**config.mk**
```make
export PLATFORM = sky130hd
export DESIGN_NAME = store_cmd_requester_flat
export DESIGN_NICKNAME = d
export VERILOG_FILES = /design/src/hw/store_cmd_pkg.sv /design/src/hw/store_link_if.sv /design/src/hw/store_cmd_requester.sv /design/src/flat_wrapper.sv
export VERILOG_INCLUDE_DIRS = /design/src /design/src/hw
export SDC_FILE = /design/constraint.sdc
export NUM_CORES = 1
export LEC_CHECK = 0
export BUFFER_PORTS_ARGS = -buffer_cell sky130_fd_sc_hd__buf_2
export CORE_AREA = 2 2 146 77
export DETAILED_ROUTE_END_ITERATION = 10
export DIE_AREA = 0 0 148 79
export PLACE_DENSITY = 0.87
export SETUP_SLACK_MARGIN = 0.02
export SYNTH_ARGS = -nofsm -noshare
export SYNTH_HDL_FRONTEND = slang
export SYNTH_SLANG_ARGS = --single-unit
```
**constraint.sdc**
```tcl
create_clock -name SYS_CLK_I -period 2.5 [get_ports SYS_CLK_I]
set_input_delay 0.25 -clock SYS_CLK_I [delete_from_list [all_inputs] [get_ports SYS_CLK_I]]
set_output_delay 0.25 -clock SYS_CLK_I [all_outputs]
set_load 0.01 [all_outputs]
```
**src/hw/store_cmd_defs.svh**
```systemverilog
`ifndef STORE_CMD_DEFS_SVH
`define STORE_CMD_DEFS_SVH

// ****************************************************************
// Geometry and addressing constants
// ****************************************************************
`define STORE_NUM_BLOCKS  16'h0077
`define STORE_BLOCK_BYTES 16'h0200
`define STORE_CLUSTER     16'h0023
`define STORE_ENDPOINT    8'he6
`define CMD_GEOMETRY_Q    8'h00
`define CMD_REPLY_BIT     8'h80
`define CMD_LAST_VALID    8'h04
`define STATUS_ERR_BIT    0
`define HDR_BYTES         4'h8
`endif

```
**src/hw/store_cmd_pkg.sv**
```systemverilog
package store_cmd_pkg;
    // Byte-serial framing states shared by both ends
    typedef enum logic [1:0] {
        ST_IDLE,
        ST_HDR,
        ST_WAIT
    } xfer_state_t;
endpackage

```
**src/hw/store_link_if.sv**
```systemverilog
`timescale 1ns/1ns
// Byte stream in each direction, one byte per valid&ready beat
interface store_link_if;
    logic       req_valid;
    logic       req_ready;
    logic [7:0] req_byte;
    logic       req_last;
    logic       req_bcast;
    logic [7:0] req_src_ep;
    logic [15:0] req_cluster;
    logic [7:0] req_dst_ep;
    logic       rsp_valid;
    logic       rsp_ready;
    logic [7:0] rsp_byte;
    logic       rsp_last;
    logic [7:0] rsp_dst_ep;
    modport device (input req_valid, req_byte, req_last, req_bcast, req_src_ep,
                    req_cluster, req_dst_ep, rsp_ready,
                    output req_ready, rsp_valid, rsp_byte, rsp_last, rsp_dst_ep);
    modport requester (output req_valid, req_byte, req_last, req_bcast, req_src_ep,
                       req_cluster, req_dst_ep, rsp_ready,
                       input req_ready, rsp_valid, rsp_byte, rsp_last, rsp_dst_ep);
endinterface

```
**src/hw/store_cmd_requester.sv**
```systemverilog
`timescale 1ns/1ns
`include "store_cmd_defs.svh"
module store_cmd_requester (
    input  wire logic        SYS_CLK_I,      // 25 MHz clock
    input  wire logic        RESETN_I,       // Async reset, active low
    store_link_if.requester  LINK,           // Request and response streams
    input  wire logic        START_I,        // Pulse: send one command
    input  wire logic [7:0]  CODE_I,         // Command code
    input  wire logic [15:0] BLOCK_I,        // Block index
    input  wire logic [15:0] OFFSET_I,       // Byte offset
    input  wire logic        BCAST_I,        // Send as broadcast
    input  wire logic [7:0]  SRC_EP_I,       // Own source endpoint
    input  wire logic        EXPLICIT_EN_I,  // Explicit output enabled
    output logic             BUSY_O,         // Command in flight
    output logic             IND_VALID_O,    // Pulse: receive indication ready
    output logic [7:0]       IND_CODE_O,     // Response code
    output logic [7:0]       IND_STATUS_O,   // Response status
    output logic [15:0]      IND_BLOCK_O,    // Response block field
    output logic [15:0]      IND_OFFSET_O,   // Response offset field
    output logic [15:0]      IND_COUNT_O     // Response count field
);
    // ****************************************************************
    // Send header, collect reply
    // ****************************************************************
    store_cmd_pkg::xfer_state_t st_q, st_d;
    logic [3:0]  idx_q, idx_d;
    logic [7:0]  rx_q [8];
    logic [7:0]  rx_d [8];
    logic [7:0]  tx_q [8];
    logic [7:0]  tx_d [8];
    logic        ind_q, ind_d;
    logic        bc_q, bc_d;

    assign LINK.req_valid   = (st_q == store_cmd_pkg::ST_HDR);
    assign LINK.req_byte    = tx_q[idx_q[2:0]];
    assign LINK.req_last    = (idx_q == 4'h7);
    assign LINK.req_bcast   = bc_q;
    assign LINK.req_src_ep  = SRC_EP_I;
    assign LINK.req_cluster = `STORE_CLUSTER;
    assign LINK.req_dst_ep  = `STORE_ENDPOINT;
    assign LINK.rsp_ready   = (st_q == store_cmd_pkg::ST_WAIT);
    assign BUSY_O = (st_q != store_cmd_pkg::ST_IDLE);
    assign IND_VALID_O  = ind_q;
    assign IND_CODE_O   = rx_q[0];
    assign IND_STATUS_O = rx_q[1];
    assign IND_BLOCK_O  = {rx_q[2], rx_q[3]};
    assign IND_OFFSET_O = {rx_q[4], rx_q[5]};
    assign IND_COUNT_O  = {rx_q[6], rx_q[7]};

    // Next-state logic
    always_comb begin
        st_d = st_q;
        idx_d = idx_q;
        ind_d = 1'b0;
        bc_d = bc_q;
        for (int i = 0; i < 8; i++) begin
            rx_d[i] = rx_q[i];
            tx_d[i] = tx_q[i];
        end
        case (st_q)
            store_cmd_pkg::ST_IDLE: begin
                if (START_I) begin
                    // Geometry query forces all other fields zero
                    tx_d[0] = CODE_I;
                    tx_d[1] = 8'h00;
                    tx_d[2] = (CODE_I == `CMD_GEOMETRY_Q) ? 8'h00 : BLOCK_I[15:8];
                    tx_d[3] = (CODE_I == `CMD_GEOMETRY_Q) ? 8'h00 : BLOCK_I[7:0];
                    tx_d[4] = (CODE_I == `CMD_GEOMETRY_Q) ? 8'h00 : OFFSET_I[15:8];
                    tx_d[5] = (CODE_I == `CMD_GEOMETRY_Q) ? 8'h00 : OFFSET_I[7:0];
                    tx_d[6] = 8'h00;
                    tx_d[7] = 8'h00;
                    bc_d = BCAST_I;
                    idx_d = 4'h0;
                    st_d = store_cmd_pkg::ST_HDR;
                end
            end
            store_cmd_pkg::ST_HDR: begin
                if (LINK.req_ready) begin
                    idx_d = idx_q + 4'h1;
                    if (idx_q == 4'h7) begin
                        idx_d = 4'h0;
                        st_d = bc_q ? store_cmd_pkg::ST_IDLE : store_cmd_pkg::ST_WAIT;
                    end
                end
            end
            store_cmd_pkg::ST_WAIT: begin
                if (LINK.rsp_valid) begin
                    rx_d[idx_q[2:0]] = LINK.rsp_byte;
                    idx_d = idx_q + 4'h1;
                    if (LINK.rsp_last) begin
                        idx_d = 4'h0;
                        st_d = store_cmd_pkg::ST_IDLE;
                        // Indicate only when addressed to store endpoint or explicit
                        ind_d = (LINK.rsp_dst_ep == `STORE_ENDPOINT) || EXPLICIT_EN_I;
                    end
                end
            end
            default: st_d = store_cmd_pkg::ST_IDLE;
        endcase
    end

    // Register stage
    always_ff @(posedge SYS_CLK_I or negedge RESETN_I) begin
        if (!RESETN_I) begin
            st_q <= store_cmd_pkg::ST_IDLE;
            idx_q <= 4'h0;
            ind_q <= 1'b0;
            bc_q <= 1'b0;
            for (int i = 0; i < 8; i++) begin
                rx_q[i] <= 8'h00;
                tx_q[i] <= 8'h00;
            end
        end else begin
            st_q <= st_d;
            idx_q <= idx_d;
            ind_q <= ind_d;
            bc_q <= bc_d;
            for (int i = 0; i < 8; i++) begin
                rx_q[i] <= rx_d[i];
                tx_q[i] <= tx_d[i];
            end
        end
    end
endmodule

```
**src/flat_wrapper.sv**
```systemverilog
// flat-port wrapper written by rule: the top's interface ports become plain ports
module store_cmd_requester_flat 
  (SYS_CLK_I, RESETN_I, START_I, CODE_I, BLOCK_I, OFFSET_I, BCAST_I, SRC_EP_I, EXPLICIT_EN_I, BUSY_O, IND_VALID_O, IND_CODE_O, IND_STATUS_O, IND_BLOCK_O, IND_OFFSET_O, IND_COUNT_O, LINK_req_valid, LINK_req_byte, LINK_req_last, LINK_req_bcast, LINK_req_src_ep, LINK_req_cluster, LINK_req_dst_ep, LINK_rsp_ready, LINK_req_ready, LINK_rsp_valid, LINK_rsp_byte, LINK_rsp_last, LINK_rsp_dst_ep);
  store_link_if LINK_i ();
  input  wire logic SYS_CLK_I;
  input  wire logic RESETN_I;
  input  wire logic START_I;
  input  wire logic [7:0] CODE_I;
  input  wire logic [15:0] BLOCK_I;
  input  wire logic [15:0] OFFSET_I;
  input  wire logic BCAST_I;
  input  wire logic [7:0] SRC_EP_I;
  input  wire logic EXPLICIT_EN_I;
  output logic BUSY_O;
  output logic IND_VALID_O;
  output logic [7:0] IND_CODE_O;
  output logic [7:0] IND_STATUS_O;
  output logic [15:0] IND_BLOCK_O;
  output logic [15:0] IND_OFFSET_O;
  output logic [15:0] IND_COUNT_O;
  output wire logic [$bits(LINK_i.req_valid)-1:0] LINK_req_valid;
  output wire logic [$bits(LINK_i.req_byte)-1:0] LINK_req_byte;
  output wire logic [$bits(LINK_i.req_last)-1:0] LINK_req_last;
  output wire logic [$bits(LINK_i.req_bcast)-1:0] LINK_req_bcast;
  output wire logic [$bits(LINK_i.req_src_ep)-1:0] LINK_req_src_ep;
  output wire logic [$bits(LINK_i.req_cluster)-1:0] LINK_req_cluster;
  output wire logic [$bits(LINK_i.req_dst_ep)-1:0] LINK_req_dst_ep;
  output wire logic [$bits(LINK_i.rsp_ready)-1:0] LINK_rsp_ready;
  input wire logic [$bits(LINK_i.req_ready)-1:0] LINK_req_ready;
  input wire logic [$bits(LINK_i.rsp_valid)-1:0] LINK_rsp_valid;
  input wire logic [$bits(LINK_i.rsp_byte)-1:0] LINK_rsp_byte;
  input wire logic [$bits(LINK_i.rsp_last)-1:0] LINK_rsp_last;
  input wire logic [$bits(LINK_i.rsp_dst_ep)-1:0] LINK_rsp_dst_ep;
  assign LINK_req_valid = LINK_i.req_valid;
  assign LINK_req_byte = LINK_i.req_byte;
  assign LINK_req_last = LINK_i.req_last;
  assign LINK_req_bcast = LINK_i.req_bcast;
  assign LINK_req_src_ep = LINK_i.req_src_ep;
  assign LINK_req_cluster = LINK_i.req_cluster;
  assign LINK_req_dst_ep = LINK_i.req_dst_ep;
  assign LINK_rsp_ready = LINK_i.rsp_ready;
  assign LINK_i.req_ready = LINK_req_ready;
  assign LINK_i.rsp_valid = LINK_rsp_valid;
  assign LINK_i.rsp_byte = LINK_rsp_byte;
  assign LINK_i.rsp_last = LINK_rsp_last;
  assign LINK_i.rsp_dst_ep = LINK_rsp_dst_ep;
  store_cmd_requester u_core (.SYS_CLK_I(SYS_CLK_I), .RESETN_I(RESETN_I), .LINK(LINK_i), .START_I(START_I), .CODE_I(CODE_I), .BLOCK_I(BLOCK_I), .OFFSET_I(OFFSET_I), .BCAST_I(BCAST_I), .SRC_EP_I(SRC_EP_I), .EXPLICIT_EN_I(EXPLICIT_EN_I), .BUSY_O(BUSY_O), .IND_VALID_O(IND_VALID_O), .IND_CODE_O(IND_CODE_O), .IND_STATUS_O(IND_STATUS_O), .IND_BLOCK_O(IND_BLOCK_O), .IND_OFFSET_O(IND_OFFSET_O), .IND_COUNT_O(IND_COUNT_O));
endmodule
```
==> results.md, run 1 <==
- Most frequent cells in the layout: 140 x buf_2, 112 x dfrtp_1, 77 x mux2_2
- GPL Wtd Cong: ~0.87
- Cell area after layout: roughly 6000 µm²
- Final WS setup: 0.204 ns
- Reg2reg end: u_core.st_q[0]$_DFFE_PN0P_
- Mean Syn Cell Area: 13.6 µm²
- Initial core utilization: 47.0%
- Period utilization: about nine tenths
- Postcts setup bufs: 0
- Fmax: between 0.4 and 0.5 GHz
- CTS clock-pin slew for the worst setup and hold paths: 0.07 ns
- Drt total wl: 12.2 mm
- Initial antenna violation count: 0
- RSZ-0062 raised after global routing: no
- Worst path slowest cell: dfrtp_1
- Most common cell after layout, fill and taps aside: buf_2
- Core box area: 10,500 µm²
- Hold worst-path end: u_core.tx_q[31]$_DFFE_PN0P_
- Worst Hold Depth: 2
- WP data required: 2.25 ns
- Critical path type: reg -> out
- Largest net degree at the start of global routing: 55
- Worst skew pair latency: 0.34 ns
- TritonCTS clock tree: yes
- Relative slew slack: roughly 63%
- Placed Area: 5710 µm²
- Sink Count: 112
- Fin Setup TNS: 0 ns
- Layout cells sized above 1: 49.9%
- Maximum vdd drop: 0.408 mV
- Worst Hold Class: in -> reg
- Post-Syn Instances: 364
- Root Buffer: clkbuf_16
- H-tree Lvls: 3
- Yosys reg bits: 112
- Port Buffers: 141
- Synth area leader: dfrtp_1
- Vias in the first global route: 3,481
- Area contributors post-synth: dfrtp_1 57%, mux2_2 17%, a22o_1 5.7%, buf_4 5.0%, mux2i_1 2.6%
- Vias: 3,423
- Reg2reg start: u_core.st_q[0]$_DFFE_PN0P_
- First-pass GRT wire length: 19.0 mm
- Layout Utilization: 56.8%
- Final period demand of the worst path: around 2.3 ns
- P&R area growth vs syn: 20.9%
- Worst EP arrival: between 2 and 2.5 ns
- Clk_skew: approximately 0.0084 ns
- I/O pin count: 182
- Crit-path max cell delay: 0.49 ns
- Setup crit end kind: output port
- R2r setup slk: 0.44 ns
- Rows: 27
- Yosys warns: 0
- CP max FO: 21
- Setup violators final: 0
- WHS: 0.118 ns
- Syn Std Cell Area: between 4000 and 5000 µm²
- CTS buffer count: 9
- Setup WS pre-CTS: 0.477 ns
- Remaining Overflow, GRT: 0
- Max-cap viol count: 0
- Die area: 11,700 µm²
- Share of the synthesized area in the top cell type: 56.6%
- Leakage power: 0.00313 µW
- Worst Setup SP: u_core.idx_q[0]$_DFFE_PN0P_
- Die width: 148 µm
- TritonRoute pass-1 iters: 4
- Worst-margin pin slew: 0.561 ns
- CP Cell Sequence: buf_4 > mux2_2 > a22oi_1 > o22ai_1 > buf_2
- Seq/Total Area, Yosys: 56.6%
- Routed WL per cell: 18.7 µm
- Max clock buf depth: 2
- Final hold violations: 0
- Die Ht: 79 µm
- Pwr per Cell Area: 1010 nW/µm²
- Nets: 580
- Residual DRC: 0
- Worst hold path startpoint: OFFSET_I[15]
- GRT Total Usage: 21.4%
- R2R depth: 6
- Antenna-violating nets left: 0
- N_diodes: 0
- Max Slew Vio Count: 0
- Startpoint type of the worst setup path: flip-flop
- Detailed router's first-iteration violation count: ~230
- Vias/cell: around 5.3
- DP Wirelength: 9.26 mm
- Result of the run: complete, no violations
- Synth unique cells: 38
## how the worst max path moves through the flow
stage	endpoint	slack (ns)	cells after the start
2_1_floorplan	u_core.st_q[0]$_DFFE_PN0P_	0.52	7
3_3_place_gp	u_core.st_q[0]$_DFFE_PN0P_	0.53	6
6_report	LINK_req_byte[5]	0.20	5
4_1_cts	LINK_req_byte[5]	0.21	5
3_5_place_dp	u_core.st_q[0]$_DFFE_PN0P_	0.48	6
5_1_grt	LINK_req_byte[5]	0.09	5
## logic make-up after synthesis
group / count (synthesis) / share of synthesized area (%)
muxes: 91 / 20.4
buffers and inverters: 51 / 6.61
and+or+nand+nor: 44 / 5.53
AOI/OAI and AO/OA: 58 / 9.22
other: 2 / 0.152
DFF: 112 / 56.6
adders and majority gates: 6 / 1.51
## state kept, by name, indices dropped and copies added, names as in the netlist
signal	flops
u_core.IND_CODE_O	8
u_core.idx_q	4
u_core.LINK.req_bcast	1
u_core.IND_STATUS_O	8
u_core.st_q	2
u_core.IND_OFFSET_O	16
u_core.IND_COUNT_O	16
u_core.IND_VALID_O	1
u_core.tx_q	40
u_core.IND_BLOCK_O	16
## cell type report
cell class,instances,area [µm²]
Clock buffer,12,246
Fill cell,902,4550
Sequential cell,112,2800
Timing Repair Buffer,152,806
Tap cell,145,181
Clock inverter,4,28.8
Multi-Input combinational cell,223,1910
Inverter,4,15.0
## synthesized netlist by cell type (all sizes together)
| cell | count |
|---|---|
| nor4 | 3 |
| nand2b | 4 |
| inv | 4 |
| buf | 39 |
| nor2b | 4 |
| o22ai | 8 |
| o21bai | 1 |
| a21o | 1 |
| a21oi | 2 |
| nand3b | 2 |
| and3b | 1 |
| a22o | 32 |
| o31ai | 1 |
| nor4b | 1 |
| o21ai | 4 |
| nor3 | 2 |
| nor4bb | 1 |
| and3 | 1 |
| or4 | 2 |
| mux2 | 78 |
| ha | 6 |
| dfrtp | 112 |
| nor2 | 10 |
| clkbuf | 8 |
| conb | 2 |
| nor3b | 1 |
| mux2i | 13 |
| and4b | 1 |
| a22oi | 5 |
| a31oi | 4 |
| nand2 | 5 |
| nand3 | 6 |
## timing repair
item                      in CTS  in global routing
hold buffers                   1                  0
gates resized for setup        0                  0
hold endpoints to repair      33                  0
## per-layer routing
metal / share of wire (%) / global-route usage [%]
met3: 7.7 / 6.03
met2: 43 / 31.4
met4: 0.52 / 4.10
met1: 48 / 32.0
met5: 0 / 0
## critical path: cells and delay by family, from the launching register on
family | cells | cell delay (ns)
DFF | 1 | 0.49
buffers and inverters | 2 | 0.51
muxes | 1 | 0.38
AOI/OAI and AO/OA | 2 | 0.33
## metrics by stage
step	power [µW]	cells
6_report	6040	652
4_1_cts	6060	652
3_5_place_dp	4720	635
5_1_grt	6380	652
2_1_floorplan	3960	386
3_3_place_gp	4590	635
## report_power, final
part | total [µW] | switching (µW) | internal, µW
Clock | 1330 | 624 | 707
Sequential | 2670 | 332 | 2340
Combinational | 2040 | 1040 | 1000
Total | 6040 | 1990 | 4050
Note: power is estimated with default switching activity, not from simulation.
==> inputs of run 2 (changes only) <==
--- a/config.mk
+++ b/config.mk
@@ -7,10 +7,10 @@
 export NUM_CORES = 1
 export LEC_CHECK = 0
 export BUFFER_PORTS_ARGS = -buffer_cell sky130_fd_sc_hd__buf_2
-export CORE_AREA = 2 2 146 77
+export CORE_AREA = 2 2 140 74
 export DETAILED_ROUTE_END_ITERATION = 10
-export DIE_AREA = 0 0 148 79
-export PLACE_DENSITY = 0.87
+export DIE_AREA = 0 0 142 76
+export PLACE_DENSITY = 0.93
 export SETUP_SLACK_MARGIN = 0.02
 export SYNTH_ARGS = -nofsm -noshare
 export SYNTH_HDL_FRONTEND = slang
==> constraint.sdc (replaced) <==
create_clock -name SYS_CLK_I -period 2.7 [get_ports SYS_CLK_I]
set_input_delay 0.27 -clock SYS_CLK_I [delete_from_list [all_inputs] [get_ports SYS_CLK_I]]
set_output_delay 0.27 -clock SYS_CLK_I [all_outputs]
set_load 0.01 [all_outputs]
==> results.md, run 2 (synthesized netlist as in run 1, its figures left out) <==
- Result of the run: complete, no violations
- Nets: about 580
- CP max FO: 12
- Vias in the first global route: ~3,600
- CTS clock-pin slew for the worst setup and hold paths: about 0.08 ns
- Drt total wl: 12.2 mm
- Detailed router's first-iteration violation count: 260
- Final Non-Filler Cells: about 640
- Worst hold path startpoint: OFFSET_I[13]
- RSZ-0062 raised after global routing: no
- Maximum vdd drop: 0.550 mV
- I/O pin count: 182
- Max-cap viol count: 0
- Most frequent cells in the layout: 140 x buf_2, 112 x dfrtp_1, 77 x mux2_2
- Critical path type: reg -> out
- WP data required: 2.43 ns
- Worst skew pair latency: 0.35 ns
- Fmax: about 0.45 GHz
- Startpoint type of the worst setup path: flip-flop
- Vias: 3,508
- H-tree Lvls: 3
- Initial antenna violation count: 1
- Fin Setup TNS: 0 ns
- Postcts setup bufs: 0
- Max Slew Vio Count: 0
- Die Ht: 76 µm
- GRT Total Usage: 23.6%
- CTS buffer count: 9
- First-pass GRT wire length: 19.6 mm
- GPL Wtd Cong: 0.920
- Core box area: roughly 9700 µm²
- Placed Area: between 5000 and 6000 µm²
- Worst Hold Class: in -> reg
- Worst EP arrival: 1.94 ns
- TritonRoute pass-1 iters: 4
- Cell area after layout: 5970 µm²
- Clk_skew: around 0.0076 ns
- Pwr per Cell Area: 945 nW/µm²
- TritonCTS clock tree: yes
- Root Buffer: clkbuf_16
- Final period demand of the worst path: 2.21 ns
- Largest net degree at the start of global routing: 43
- Remaining Overflow, GRT: 0
- Sink Count: 112
- Most common cell after layout, fill and taps aside: buf_2
- Die width: ~140 µm
- WHS: 0.132 ns
- Fillcell total: 769
- Max FFs per register: 40
- Area of the multi-input gates: 1910 µm²
- Storage cell area: 2800 µm²
- Rows: 26
- Placed insts: 617
- Initial core utilization: 51.0%
- Routed WL per cell: 19.3 µm
- Setup violators final: 0
- Final hold violations: 0
- Worst Setup SP: u_core.idx_q[0]$_DFFE_PN0P_
- Worst Hold Depth: 2
- Worst-margin pin slew: 0.797 ns
- Layout cells sized above 1: 50.4%
- Relative slew slack: 46.7%
- Max clock buf depth: 2
- Residual DRC: 0
- Port Buffers: 141
- R2R depth: 6
- Setup crit end kind: output port
- Leakage power: roughly 0.0031 µW
- Most flops, register: u_core.tx_q
- Vias/cell: about 5.5
- DP Wirelength: 9.25 mm
- P&R area growth vs syn: 20.6%
- Antenna-violating nets left: 0
- Reg2reg start: u_core.st_q[0]$_DFFE_PN0P_
- Period utilization: 81.9%
- Die area: around 11,000 µm²
[run 2: final cells by class]
type	instances	share of cell area (%)
flip-flops and latches	112	46.9
multi-input cells	223	32.0
repair buffers	153	13.4
clock buffers	9	3.77
well taps	126	2.64
clock inverters	7	0.984
inverters	4	0.251
diodes	1	0.0419
[run 2: path summary, 6_finish.rpt]
kind                                                        to  slack (ns)
hold reg to reg            u_core.IND_OFFSET_O[15]$_DFFE_PN0P_        0.50
setup reg to reg                   u_core.tx_q[35]$_DFFE_PN0P_        0.54
min in group asynchronous         u_core.IND_VALID_O$_DFF_PN0_        0.44
setup / recovery                              LINK_req_byte[5]        0.49
max in group asynchronous   u_core.IND_STATUS_O[5]$_DFFE_PN0P_        1.48
hold / removal                     u_core.tx_q[29]$_DFFE_PN0P_        0.13
[run 2: metal layers]
metal  part of all wire (%)  wire length (µm)  global-route usage (%)  up-vias
li1                       -                 -                       -     1549
met1                     46              5620                    34.9     1777
met2                     44              5420                    34.7      171
met3                    8.9              1090                    6.54       11
met4                   0.91               111                    5.50        0
met5                      0                 0                       0        -
[run 2: report_power, final]
part | switching [µW] | internal [µW]
Clock | 645 | 647
Combinational | 938 | 920
Sequential | 334 | 2160
[run 2: timing repair]
| item | in CTS | in global routing |
|---|---|---|
| hold buffers | 1 | 0 |
| setup endpoints to repair | 0 | 0 |
| endpoints found under the hold margin | 39 | 0 |
| gates resized for setup | 0 | 0 |
[run 2: worst max-delay path, stage by stage (launching register included)]
cell	delay (ns)
dfrtp_1	0.61
mux2_2	0.40
a22oi_1	0.28
o22ai_1	0.14
buf_2	0.16
[run 2: metrics by stage]
step           util (%)  setup slack, ns  total power (µW)
5_1_grt            61.4            0.386              5950
2_1_floorplan         -            0.722              3670
3_5_place_dp       58.4            0.605              4360
4_1_cts            61.4            0.509              5660
6_report           61.4            0.489              5650
3_3_place_gp       58.4            0.708              4220
